$ cat config.mk
export PLATFORM = sky130hd
export DESIGN_NAME = toa_bank
export DESIGN_NICKNAME = d
export VERILOG_FILES = /design/src/hdl/toa_pkg.sv /design/src/hdl/toa_cfg_if.sv /design/src/hdl/toa_offset_adder.sv /design/src/hdl/toa_alert_gate.sv /design/src/hdl/toa_bank.sv
export SDC_FILE = /design/constraint.sdc
export NUM_CORES = 1
export LEC_CHECK = 0
export BUFFER_PORTS_ARGS = -buffer_cell sky130_fd_sc_hd__clkbuf_2
export CAP_MARGIN = 5
export CELL_PAD_IN_SITES_DETAIL_PLACEMENT = 0
export CELL_PAD_IN_SITES_GLOBAL_PLACEMENT = 1
export CORE_MARGIN = 2
export CORE_UTILIZATION = 37
export CTS_CLUSTER_DIAMETER = 100
export DETAILED_ROUTE_END_ITERATION = 8
export PLACE_DENSITY_LB_ADDON = 0.1
export SYNTH_ARGS = -nofsm -noshare
export SYNTH_HDL_FRONTEND = slang
export SYNTH_HIERARCHICAL = 1
export SYNTH_SLANG_ARGS = --single-unit
$ cat constraint.sdc
create_clock -name hclk -period 3.05 [get_ports hclk]
set_clock_uncertainty 0.1 [all_clocks]
set_input_delay 0.305 -clock hclk [delete_from_list [all_inputs] [get_ports hclk]]
set_output_delay 0.305 -clock hclk [all_outputs]
set_load 0.05 [all_outputs]
$ cat src/hdl/toa_pkg.sv
// constants, types and helpers of the offset, config and alert-mask bank
// assumes one 200 MHz clock and an AHB-Lite master on the register port
//
// Summary of operation
// - remote 1 results get the signed remote 1 offset, half degree per unit.
// - local results get the signed local offset added, half degree per unit.
// - remote 2 results get the signed remote 2 offset, half degree per unit.
// - with the lock bit set, offset and config writes are dropped.
// - offsets, config and first mask all come out of reset at zero.
// - averaging-disable bit one turns averaging off for faster conversions.
// - attenuator-bypass bit one removes processor supply input attenuators.
// - single-channel bit one stops the input scan and converts one input.
// - the three-bit selector picks that input; codes 000, 011, 100 reserved.
// - shutdown drives every fan output inactive: low, or high when inverted.
// - during shutdown every current duty readback shows zero.
// - mask bits 1 and 2 hide processor and main supply limit alerts.
// - mask bits 4, 5, 6 hide remote 1, local, remote 2 alerts.
// - override zero keeps second-bank events alerting even if fully masked.
// - override one with full second mask keeps second-bank events silent.
package toa_pkg;

  // ---------------------------------------------------------------
  // register indices, byte address is four times the index
  // ---------------------------------------------------------------
  localparam logic [7:0] IDX_REMOTE1_OFFSET = 8'h70;
  localparam logic [7:0] IDX_LOCAL_OFFSET   = 8'h71;
  localparam logic [7:0] IDX_REMOTE2_OFFSET = 8'h72;
  localparam logic [7:0] IDX_MEAS_CONFIG    = 8'h73;
  localparam logic [7:0] IDX_ALERT_MASK1    = 8'h74;
  localparam logic [7:0] IDX_BANK_STATE     = 8'h7E;
  localparam logic [7:0] IDX_BANK_CTRL      = 8'h7F;

  // ---------------------------------------------------------------
  // field positions, masks and reset values
  // ---------------------------------------------------------------
  localparam int         CFG_AVERAGE_BIT  = 4;
  localparam int         CFG_BYPASS_BIT   = 5;
  localparam int         CFG_SINGLE_BIT   = 6;
  localparam int         CFG_PWRDOWN_BIT  = 7;
  localparam logic [7:0] CFG_WR_MASK      = 8'hF0;
  localparam int         MSK_PROC_BIT     = 1;
  localparam int         MSK_MAIN_BIT     = 2;
  localparam int         MSK_REMOTE1_BIT  = 4;
  localparam int         MSK_LOCAL_BIT    = 5;
  localparam int         MSK_REMOTE2_BIT  = 6;
  localparam int         MSK_OVERRIDE_BIT = 7;
  localparam logic [7:0] MSK_WR_MASK      = 8'hF6;
  localparam logic [7:0] MSK_LIMIT_BITS   = 8'h76;
  localparam int         CTRL_LOCK_BIT    = 0;
  localparam int         CTRL_POLAR_BIT   = 1;
  localparam logic [7:0] REG_RESET        = 8'h00;

  // ---------------------------------------------------------------
  // single-channel selector codes
  // ---------------------------------------------------------------
  localparam logic [2:0] SEL_PROCESSOR_SUPPLY = 3'h1;
  localparam logic [2:0] SEL_MAIN_SUPPLY      = 3'h2;
  localparam logic [2:0] SEL_REMOTE1_TEMP     = 3'h5;
  localparam logic [2:0] SEL_LOCAL_TEMP       = 3'h6;
  localparam logic [2:0] SEL_REMOTE2_TEMP     = 3'h7;

  // temperatures are 10-bit two's complement in quarter degrees
  localparam int TEMP_W    = 10;
  localparam int CHANNELS  = 3;
  localparam int FANS      = 4;

  typedef enum logic [3:0] {
    ST_IDLE   = 4'b0001,
    ST_WRITE  = 4'b0010,
    ST_RDWAIT = 4'b0100,
    ST_RDOUT  = 4'b1000
  } toa_bus_state_t;

  function automatic logic select_legal(input logic [2:0] sel);
    select_legal = (sel == SEL_PROCESSOR_SUPPLY) || (sel == SEL_MAIN_SUPPLY)
                || (sel == SEL_REMOTE1_TEMP) || (sel == SEL_LOCAL_TEMP)
                || (sel == SEL_REMOTE2_TEMP);
  endfunction : select_legal

  // offset unit is half a degree, two quarter-degree steps; saturating
  function automatic logic [TEMP_W-1:0] add_offset(
    input logic [TEMP_W-1:0] raw,
    input logic [7:0]        off);
    logic [TEMP_W+1:0] sum;
    sum = {{2{raw[TEMP_W-1]}}, raw} + {{3{off[7]}}, off, 1'b0};
    if (sum[TEMP_W+1:TEMP_W-1] == 3'h0 || sum[TEMP_W+1:TEMP_W-1] == 3'h7)
      add_offset = sum[TEMP_W-1:0];
    else if (sum[TEMP_W+1] == 1'b0)
      add_offset = 10'h1FF;
    else
      add_offset = 10'h200;
  endfunction : add_offset

endpackage : toa_pkg

$ cat src/hdl/toa_cfg_if.sv
// configuration carried from the register bank to its helpers
// assumes all parties share hclk
`timescale 1ns/10ps
interface toa_cfg_if;
  import toa_pkg::*;
  logic [CHANNELS-1:0][7:0] offset;
  logic [7:0]               mask1;
  logic                     alert_active;

  modport bank  (output offset, output mask1, input alert_active);
  modport adder (input offset);
  modport alert (input mask1, output alert_active);
endinterface : toa_cfg_if

$ cat src/hdl/toa_offset_adder.sv
// adds the signed per-channel offsets to incoming temperature results
// assumes one result strobe per channel, synchronous to hclk
`timescale 1ns/10ps
module toa_offset_adder
  import toa_pkg::*;
(
  input  wire logic                           hclk,
  input  wire logic                           hresetn,
  toa_cfg_if.adder                            cfg,
  input  wire logic [CHANNELS-1:0][TEMP_W-1:0] temp_raw,
  input  wire logic [CHANNELS-1:0]            temp_valid,
  output logic      [CHANNELS-1:0][TEMP_W-1:0] temp_corr,
  output logic      [CHANNELS-1:0]            temp_corr_valid
);

  // ---------------------------------------------------------------
  // correction, channel 0 remote 1, 1 local, 2 remote 2
  // ---------------------------------------------------------------
  always_ff @(posedge hclk or negedge hresetn)
  begin
    if (!hresetn)
    begin
      temp_corr       <= '0;
      temp_corr_valid <= '0;
    end
    else
    begin
      temp_corr_valid <= temp_valid;
      for (int i = 0; i < CHANNELS; i++)
        if (temp_valid[i])
          temp_corr[i] <= add_offset(temp_raw[i], cfg.offset[i]);
    end
  end

  a_offset_sum: assert property (@(posedge hclk) disable iff (!hresetn)
    temp_valid[0] && temp_valid[1] && temp_valid[2] |=>
      temp_corr[0] == add_offset($past(temp_raw[0]), $past(cfg.offset[0]))
   && temp_corr[1] == add_offset($past(temp_raw[1]), $past(cfg.offset[1]))
   && temp_corr[2] == add_offset($past(temp_raw[2]), $past(cfg.offset[2])))
    else $error("corrected temperature wrong");

endmodule : toa_offset_adder

$ cat src/hdl/toa_alert_gate.sv
// gates limit and second-bank events onto the active-low alert line
// assumes status flags are held by their owners until cleared
`timescale 1ns/10ps
module toa_alert_gate
  import toa_pkg::*;
(
  input  wire logic       hclk,
  input  wire logic       hresetn,
  toa_cfg_if.alert        cfg,
  input  wire logic [7:0] limit_flags,
  input  wire logic [7:0] status2_flags,
  input  wire logic [7:0] mask2_bits,
  output logic            alert_n
);

  logic first_hit;
  logic second_hit;
  logic next_alert;

  // ---------------------------------------------------------------
  // event combining
  // ---------------------------------------------------------------
  assign first_hit  = |(limit_flags & ~cfg.mask1 & MSK_LIMIT_BITS);
  // a fully masked second bank still alerts unless overridden
  assign second_hit = (|(status2_flags & ~mask2_bits))
                   || ((&mask2_bits) && (|status2_flags)
                       && !cfg.mask1[MSK_OVERRIDE_BIT]);
  assign next_alert = first_hit || second_hit;
  assign cfg.alert_active = !alert_n;

  always_ff @(posedge hclk or negedge hresetn)
  begin
    if (!hresetn)
      alert_n <= 1'b1;
    else
      alert_n <= !next_alert;
  end

  a_alert_masked: assert property (@(posedge hclk) disable iff (!hresetn)
    (status2_flags == 8'h00) && ((limit_flags & ~cfg.mask1 & 8'h76) == 8'h00)
    |=> alert_n) else $error("alert raised by masked flag");
  a_alert_unmasked: assert property (@(posedge hclk) disable iff (!hresetn)
    (|(limit_flags & ~cfg.mask1 & 8'h76)) |=> !alert_n)
    else $error("unmasked flag gave no alert");
  a_override_off: assert property (@(posedge hclk) disable iff (!hresetn)
    (mask2_bits == 8'hFF) && (status2_flags != 8'h00)
    && !cfg.mask1[7] |=> !alert_n)
    else $error("second bank alert lost");
  a_override_hold: assert property (@(posedge hclk) disable iff (!hresetn)
    (mask2_bits == 8'hFF) && cfg.mask1[7] && ((limit_flags & ~cfg.mask1
    & 8'h76) == 8'h00) |=> alert_n)
    else $error("overridden second bank alerted");

endmodule : toa_alert_gate

$ cat src/hdl/toa_bank.sv
// top of the offset, measurement config and first alert mask bank
// assumes AHB-Lite single word transfers, one slave on the bus
`timescale 1ns/10ps
module toa_bank
  import toa_pkg::*;
(
  input  wire logic                            hclk,
  input  wire logic                            hresetn,
  input  wire logic                            hsel,
  input  wire logic [31:0]                     haddr,
  input  wire logic [1:0]                      htrans,
  input  wire logic                            hwrite,
  input  wire logic [2:0]                      hsize,
  input  wire logic [31:0]                     hwdata,
  input  wire logic                            hready,
  output logic      [31:0]                     hrdata,
  output logic                                 hreadyout,
  output logic                                 hresp,
  input  wire logic [CHANNELS-1:0][TEMP_W-1:0] temp_raw,
  input  wire logic [CHANNELS-1:0]             temp_valid,
  output logic      [CHANNELS-1:0][TEMP_W-1:0] temp_corr,
  output logic      [CHANNELS-1:0]             temp_corr_valid,
  input  wire logic [7:0]                      limit_flags,
  input  wire logic [7:0]                      status2_flags,
  input  wire logic [7:0]                      mask2_bits,
  output logic                                 alert_n,
  input  wire logic [FANS-1:0]                 fan_pwm_in,
  output logic      [FANS-1:0]                 fan_drive,
  input  wire logic [FANS-1:0][7:0]            duty_in,
  output logic      [FANS-1:0][7:0]            duty_readback,
  input  wire logic [2:0]                      channel_select_in,
  output logic                                 averaging_disable,
  output logic                                 attenuator_bypass,
  output logic                                 single_channel_mode,
  output logic      [2:0]                      single_channel_select,
  output logic                                 single_channel_valid,
  output logic                                 power_down_request,
  output logic                                 drive_polarity_invert
);

  toa_cfg_if cfg ();

  toa_bus_state_t state;
  toa_bus_state_t next_state;
  logic [7:0]     bus_idx;
  logic [7:0]     next_idx;
  logic           accept;
  logic [7:0]     meas_config;
  logic [7:0]     alert_mask_first;
  logic [7:0]     remote1_temp_offset;
  logic [7:0]     local_temp_offset;
  logic [7:0]     remote2_temp_offset;
  logic           config_lock;
  logic           wr_active;
  logic           wr_guarded;
  logic [7:0]     wr_byte;
  logic [7:0]     rd_mux;

  // ---------------------------------------------------------------
  // bus front end
  // ---------------------------------------------------------------
  // reads take one wait state so a write just ahead is always seen
  assign accept    = hsel && htrans[1] && hready;
  assign next_idx  = (haddr[31:10] == 22'h0) ? haddr[9:2] : 8'h00;
  assign hreadyout = (state != ST_RDWAIT);
  assign hresp     = 1'b0;

  always_comb
  begin
    next_state = ST_IDLE;
    unique case (state)
      ST_RDWAIT: next_state = ST_RDOUT;
      ST_IDLE, ST_WRITE, ST_RDOUT:
        if (accept)
          next_state = hwrite ? ST_WRITE : ST_RDWAIT;
        else
          next_state = ST_IDLE;
    endcase
  end

  always_ff @(posedge hclk or negedge hresetn)
  begin
    if (!hresetn)
      state <= ST_IDLE;
    else
      state <= next_state;
  end

  always_ff @(posedge hclk or negedge hresetn)
  begin
    if (!hresetn)
      bus_idx <= 8'h00;
    else if (accept)
      bus_idx <= next_idx;
  end

  // ---------------------------------------------------------------
  // register writes
  // ---------------------------------------------------------------
  assign wr_active  = (state == ST_WRITE);
  assign wr_guarded = wr_active && !config_lock;
  assign wr_byte    = hwdata[7:0];

  always_ff @(posedge hclk or negedge hresetn)
  begin
    if (!hresetn)
    begin
      remote1_temp_offset <= REG_RESET;
      local_temp_offset   <= REG_RESET;
      remote2_temp_offset <= REG_RESET;
    end
    else if (wr_guarded)
    begin
      if (bus_idx == IDX_REMOTE1_OFFSET)
        remote1_temp_offset <= wr_byte;
      if (bus_idx == IDX_LOCAL_OFFSET)
        local_temp_offset <= wr_byte;
      if (bus_idx == IDX_REMOTE2_OFFSET)
        remote2_temp_offset <= wr_byte;
    end
  end

  always_ff @(posedge hclk or negedge hresetn)
  begin
    if (!hresetn)
      meas_config <= REG_RESET;
    else if (wr_guarded && bus_idx == IDX_MEAS_CONFIG)
      meas_config <= wr_byte & CFG_WR_MASK;
  end

  // the mask stays writable under lock so alerts can still be tamed
  always_ff @(posedge hclk or negedge hresetn)
  begin
    if (!hresetn)
      alert_mask_first <= REG_RESET;
    else if (wr_active && bus_idx == IDX_ALERT_MASK1)
      alert_mask_first <= wr_byte & MSK_WR_MASK;
  end

  // lock only clears at reset, a stray write cannot unlock
  always_ff @(posedge hclk or negedge hresetn)
  begin
    if (!hresetn)
    begin
      config_lock           <= 1'b0;
      drive_polarity_invert <= 1'b0;
    end
    else if (wr_active && bus_idx == IDX_BANK_CTRL)
    begin
      config_lock           <= config_lock | wr_byte[CTRL_LOCK_BIT];
      drive_polarity_invert <= wr_byte[CTRL_POLAR_BIT];
    end
  end

  // ---------------------------------------------------------------
  // register reads
  // ---------------------------------------------------------------
  always_comb
  begin
    rd_mux = 8'h00;
    unique case (bus_idx)
      IDX_REMOTE1_OFFSET: rd_mux = remote1_temp_offset;
      IDX_LOCAL_OFFSET:   rd_mux = local_temp_offset;
      IDX_REMOTE2_OFFSET: rd_mux = remote2_temp_offset;
      IDX_MEAS_CONFIG:    rd_mux = meas_config;
      IDX_ALERT_MASK1:    rd_mux = alert_mask_first;
      IDX_BANK_CTRL:      rd_mux = {6'h00, drive_polarity_invert, config_lock};
      IDX_BANK_STATE:     rd_mux = {5'h00, single_channel_valid,
                                    meas_config[CFG_PWRDOWN_BIT],
                                    cfg.alert_active};
      default:            rd_mux = 8'h00;
    endcase
  end

  always_ff @(posedge hclk or negedge hresetn)
  begin
    if (!hresetn)
      hrdata <= 32'h0000_0000;
    else if (state == ST_RDWAIT)
      hrdata <= {24'h000000, rd_mux};
  end

  // ---------------------------------------------------------------
  // measurement control
  // ---------------------------------------------------------------
  assign averaging_disable   = meas_config[CFG_AVERAGE_BIT];
  assign attenuator_bypass   = meas_config[CFG_BYPASS_BIT];
  assign single_channel_mode = meas_config[CFG_SINGLE_BIT];
  assign power_down_request  = meas_config[CFG_PWRDOWN_BIT];

  // reserved codes leave the scan running rather than pick a dead input
  always_ff @(posedge hclk or negedge hresetn)
  begin
    if (!hresetn)
    begin
      single_channel_select <= 3'h0;
      single_channel_valid  <= 1'b0;
    end
    else
    begin
      single_channel_select <= channel_select_in;
      single_channel_valid  <= meas_config[CFG_SINGLE_BIT]
                            && select_legal(channel_select_in);
    end
  end

  // ---------------------------------------------------------------
  // fan outputs in shutdown
  // ---------------------------------------------------------------
  always_ff @(posedge hclk or negedge hresetn)
  begin
    if (!hresetn)
    begin
      fan_drive     <= '0;
      duty_readback <= '0;
    end
    else if (meas_config[CFG_PWRDOWN_BIT])
    begin
      fan_drive     <= {FANS{drive_polarity_invert}};
      duty_readback <= '0;
    end
    else
    begin
      fan_drive     <= fan_pwm_in ^ {FANS{drive_polarity_invert}};
      duty_readback <= duty_in;
    end
  end

  // ---------------------------------------------------------------
  // helpers
  // ---------------------------------------------------------------
  assign cfg.offset = {remote2_temp_offset, local_temp_offset,
                       remote1_temp_offset};
  assign cfg.mask1  = alert_mask_first;

  toa_offset_adder u_adder (
    .hclk            (hclk),
    .hresetn         (hresetn),
    .cfg             (cfg),
    .temp_raw        (temp_raw),
    .temp_valid      (temp_valid),
    .temp_corr       (temp_corr),
    .temp_corr_valid (temp_corr_valid)
  );

  toa_alert_gate u_alert (
    .hclk          (hclk),
    .hresetn       (hresetn),
    .cfg           (cfg),
    .limit_flags   (limit_flags),
    .status2_flags (status2_flags),
    .mask2_bits    (mask2_bits),
    .alert_n       (alert_n)
  );

  // ---------------------------------------------------------------
  // checks
  // ---------------------------------------------------------------
  a_lock_blocks_wr: assert property (@(posedge hclk) disable iff (!hresetn)
    wr_active && config_lock |=>
      remote1_temp_offset == $past(remote1_temp_offset)
   && local_temp_offset == $past(local_temp_offset)
   && remote2_temp_offset == $past(remote2_temp_offset)
   && meas_config == $past(meas_config))
    else $error("locked register changed");

  a_unlocked_wr: assert property (@(posedge hclk) disable iff (!hresetn)
    wr_active && !config_lock && bus_idx == 8'h71 |=>
      local_temp_offset == $past(hwdata[7:0]))
    else $error("offset write lost");

  a_reserved_zero: assert property (@(posedge hclk) disable iff (!hresetn)
    meas_config[3:0] == 4'h0 && alert_mask_first[0] == 1'b0
    && alert_mask_first[3] == 1'b0)
    else $error("reserved bit set");

  a_shutdown_fans: assert property (@(posedge hclk) disable iff (!hresetn)
    meas_config[7] |=> fan_drive == {4{$past(drive_polarity_invert)}})
    else $error("fan driven in shutdown");

  a_shutdown_duty: assert property (@(posedge hclk) disable iff (!hresetn)
    meas_config[7] ##1 meas_config[7] |-> duty_readback == 32'h0)
    else $error("duty nonzero in shutdown");

  a_single_pick: assert property (@(posedge hclk) disable iff (!hresetn)
    ##1 single_channel_valid == ($past(meas_config[6])
      && select_legal($past(channel_select_in))))
    else $error("single channel select wrong");

  a_read_wait: assert property (@(posedge hclk) disable iff (!hresetn)
    accept && !hwrite |=> !hreadyout ##1 hreadyout)
    else $error("read wait state wrong");

  a_config_wr: assert property (@(posedge hclk) disable iff (!hresetn)
    wr_active && !config_lock && bus_idx == IDX_MEAS_CONFIG |=>
      meas_config == ($past(hwdata[7:0]) & 8'hF0))
    else $error("config write wrong");

  a_mask_wr: assert property (@(posedge hclk) disable iff (!hresetn)
    wr_active && bus_idx == IDX_ALERT_MASK1 |=>
      alert_mask_first == ($past(hwdata[7:0]) & 8'hF6))
    else $error("mask write lost");

  a_lock_sticky: assert property (@(posedge hclk) disable iff (!hresetn)
    config_lock |=> config_lock)
    else $error("lock bit cleared");

  a_fan_running: assert property (@(posedge hclk) disable iff (!hresetn)
    !meas_config[7] && $past(hresetn) |=> fan_drive == ($past(fan_pwm_in)
      ^ {4{$past(drive_polarity_invert)}}))
    else $error("fan drive wrong outside shutdown");

endmodule : toa_bank

==> key figures <==
Timing
  • RSZ-0062 raised after global routing: no
  • Setup TNS: 0 ps
  • Final-report hold violation count: 0
  • Final setup fails: 0
  • Final Critical Period: 2660 ps
  • Relative slew slack: about two fifths
  • Worst-Margin Slew: 896 ps
  • Final Cycle Share: 87.1%
  • Final Max Tran Viols: 0
  • Fmax: 376 MHz

Route
  • ANT nets after route: 0
  • Detailed Route Iter0 Violations: 205
  • Router iterations before antenna repair: 5
  • Residual DRC count: 0
  • Final WL: 18.6 mm
  • WL/cell: 16.3 um
  • Post-DR vias/cell: 4.90
  • Via count: ~5600

Critical path
  • WP data required: roughly 3300 ps
  • FF-to-FF Start: remote2_temp_offset[0]$_DFFE_PN0P_
  • R2r endpoint: u_adder/temp_corr[23]$_DFFE_PN0P_
  • Crit path kind: flop to flop
  • Reg2Reg Setup Slack: 390 ps
  • R2R cell count: 9
  • Critical Path Fanout Max: 9
  • Crit path from: remote2_temp_offset[0]$_DFFE_PN0P_
  • CP endpoint kind: flop
  • CP startpoint kind: flop
  • Crit path arrival time: 2890 ps

CTS
  • PostCTS Resize Cnt: 0
  • Post-CTS Setup Repair Bufs: 0
  • CTS Root Cell: clkbuf_16
  • Max Root-Sink Buffers: 2
  • CTS sink cnt: 130
  • CTS Buf Count: 17
  • Clock transition at path regs: 60 ps
  • CTS tree: built
  • CTS Hold Buffers Added: 30
  • H-tree levels: 4
  • Worst skew pair latency: 420 ps

Pwr
  • IR drop worst, VDD: 0.369 mV
  • Pwr Density: 573 mW/mm2
  • Total power of the final layout: 5.19 mW
  • Lkg Pwr: between 4 and 5 nW

Global route
  • Pin count of the biggest net entering global routing: 66
  • First-pass GRT wire length: 29.6 mm
  • GRT Residual Overflow: 0
  • Initial antenna violation count: 0
  • Gr usage total: 19.2%
  • Vias in the first global route: 5845

Hold path
  • Hold/Removal Path Class: primary input to flop
  • WHS Endpoint: duty_readback[0]$_DFF_PN0_
  • Worst Hold Depth: 2
  • Worst Min Path Start: duty_in[0]

Place
  • Global placement routability congestion: roughly 0.81
  • PortBufs: around 220
  • Post-Place Cells: 1076
  • Final HPWL DP: 14.5 mm

Synthesis
  • Synth warn: 6
  • Avg Inst Size Synth: approximately 11 um2
  • Cells after Synth: 638
  • Top FF cell, synth: dfrtp_1
  • Mapped cell area: 0.00689 mm2
  • FF+latch count, synth: 130
  • Sequential fraction of the synthesis area: 47.2%
  • Yosys cell types: 62
  • Post-synth ARST share: 100%
  • Number of flops mapped to enable cells by yosys: 0

Run status
  • Status: finished, final reports clean

Cells and area
  • Final Util: 49.9%
  • Nets: 1097
  • Number of fill cells: 1722
  • ANT cells: 0
  • Layout cells sized above 1: 37.0%
  • Final Instance Count excl. Fillers: 1138
  • Area delta synth->final: 31.3%

Die
  • Row count: 49
  • Initial Utilization: 38.0%
  • Num ports: 283
  • Die Ht: roughly 140 um
  • Die footprint: between 0.015 and 0.02 mm2
  • Core ar.: between 0.015 and 0.02 mm2
  • Die width: about 140 um

Flow run
  • Max cap viols: 0
==> worst max-delay path by stage <==
stage | to | slack (ps)
2_1_floorplan | u_adder/temp_corr[28]$_DFFE_PN0P_ | 820
3_3_place_gp | u_adder/temp_corr[7]$_DFFE_PN0P_ | 440
3_5_place_dp | u_adder/temp_corr[26]$_DFFE_PN0P_ | 370
4_1_cts | u_adder/temp_corr[23]$_DFFE_PN0P_ | 360
5_1_grt | u_adder/temp_corr[23]$_DFFE_PN0P_ | 110
6_report | u_adder/temp_corr[23]$_DFFE_PN0P_ | 390
==> where the power goes <==
part	leakage [nW]	switching (mW)	internal, mW
logic	2.62	0.869	0.391
clock network	0.273	0.842	1.14
registers	1.59	0.0793	1.87
total	4.48	1.79	3.40
==> worst max-delay path, stage by stage, from the launching register on <==
cell and delay [ps]:
dfrtp_1 390, ha_1 190, inv_1 60, fa_1 370, nand2b_1 220, a211oi_2 270
nor3_1 130, a2111oi_4 590, a21oi_1 110, o22ai_1 140
==> registers in the layout, summed over array words and instances (netlist names) <==
register	cells
u_alert/alert_n	1
drive_polarity_invert	1
single_channel_valid	1
alert_mask_first	6
single_channel_select	3
local_temp_offset	8
remote2_temp_offset	8
fan_drive	4
bus_idx	8
remote1_temp_offset	8
hrdata	8
duty_readback	32
u_adder/temp_corr_valid	3
config_lock	1
u_adder/temp_corr	30
state	4
meas_config	4
==> layout make-up <==
cell class / count / area [um2] / share of cell area (%)
well taps: 229 / 287 / 3.17
clock inverters: 15 / 151 / 1.67
repair buffers: 259 / 1480 / 16.3
multi-input cells: 432 / 3240 / 35.8
clock buffers: 17 / 425 / 4.70
flip-flops and latches: 130 / 3260 / 36.0
inverters: 56 / 210 / 2.32
==> cells by family (layout without fill, tap and decap cells) <==
family	after synthesis	count (layout)	synth area share, %
flops	130	130	47.2
xor+xnor	11	11	1.40
fa+ha+maj	31	31	5.96
buf+inv	100	347	6.99
compound gates	148	148	16.2
mux	47	47	7.72
simple gates	170	170	14.4
other cells	1	25	0.0544
==> cells in the final DEF, fill, tap and decap left out, drive strengths merged, types with 4 or more instances in the layout <==
cell / instances
clkbuf: 240
dfrtp: 128
inv: 61
nor2b: 43
mux2: 39
a21oi: 36
nor2: 35
o22ai: 33
dlygate4sd3: 30
ha: 28
o21ai: 26
conb: 25
nand2: 25
nand2b: 14
a21o: 11
nor3: 10
nor4: 9
a22o: 8
nand3: 8
xnor2: 7
mux2i: 7
clkinv: 6
a2111oi: 6
o21a: 6
or3: 6
buf: 6
a211oi: 6
xor2: 4
and2: 4
a221oi: 4
==> synthesized netlist by cell type, types with 3 or more instances <==
| library cell | number | area share [%] |
|---|---|---|
| o22ai_1 | 33 | 3.0 |
| nor4_1 | 8 | 0.73 |
| nand2b_1 | 14 | 1.3 |
| nand2_2 | 3 | 0.27 |
| o21ai_0 | 21 | 1.5 |
| fa_1 | 3 | 0.87 |
| a2111oi_4 | 6 | 2.4 |
| nor2_1 | 35 | 1.9 |
| nand2_1 | 22 | 1.2 |
| buf_4 | 26 | 2.8 |
| nor2b_1 | 43 | 3.9 |
| a21o_1 | 11 | 1.2 |
| o21a_1 | 6 | 0.65 |
| a31oi_1 | 3 | 0.27 |
| nor3_1 | 10 | 0.73 |
| xnor2_1 | 7 | 0.89 |
| a211oi_1 | 4 | 0.44 |
| a21oi_1 | 36 | 2.6 |
| nand3_2 | 5 | 0.73 |
| inv_1 | 56 | 3.1 |
| nand3_1 | 3 | 0.22 |
| a221oi_2 | 3 | 0.65 |
| o21ai_4 | 3 | 0.71 |
| dfrtp_1 | 128 | 46 |
| xor2_1 | 4 | 0.51 |
| mux2_2 | 39 | 6.4 |
| clkbuf_1 | 14 | 0.76 |
| and3_1 | 3 | 0.27 |
| or3_1 | 6 | 0.54 |
| and2_4 | 3 | 0.38 |
| a22o_1 | 8 | 1.0 |
| ha_1 | 28 | 5.1 |
| mux2i_1 | 7 | 1.0 |
==> per-stage QoR <==
stage | setup WS [ps] | hold WS [ps] | instance area, um2
global placement | 438 | 236 | 8170
finish | 393 | 12.8 | 9050
global route | 107 | 8.39 | 9050
detailed placement | 375 | 238 | 8170
CTS | 364 | 0.0820 | 9050
floorplan | 821 | -90.6 | 6980
==> per-layer routing <==
metal / share of wire [%] / wire length (um) / global-route usage, %
met4: 1.9 / 360 / 6.16
met5: 0 / 0 / 0
met2: 49 / 9130 / 33.0
met3: 6.3 / 1160 / 5.03
met1: 43 / 7950 / 23.6
(Power assumes the default switching activity.)
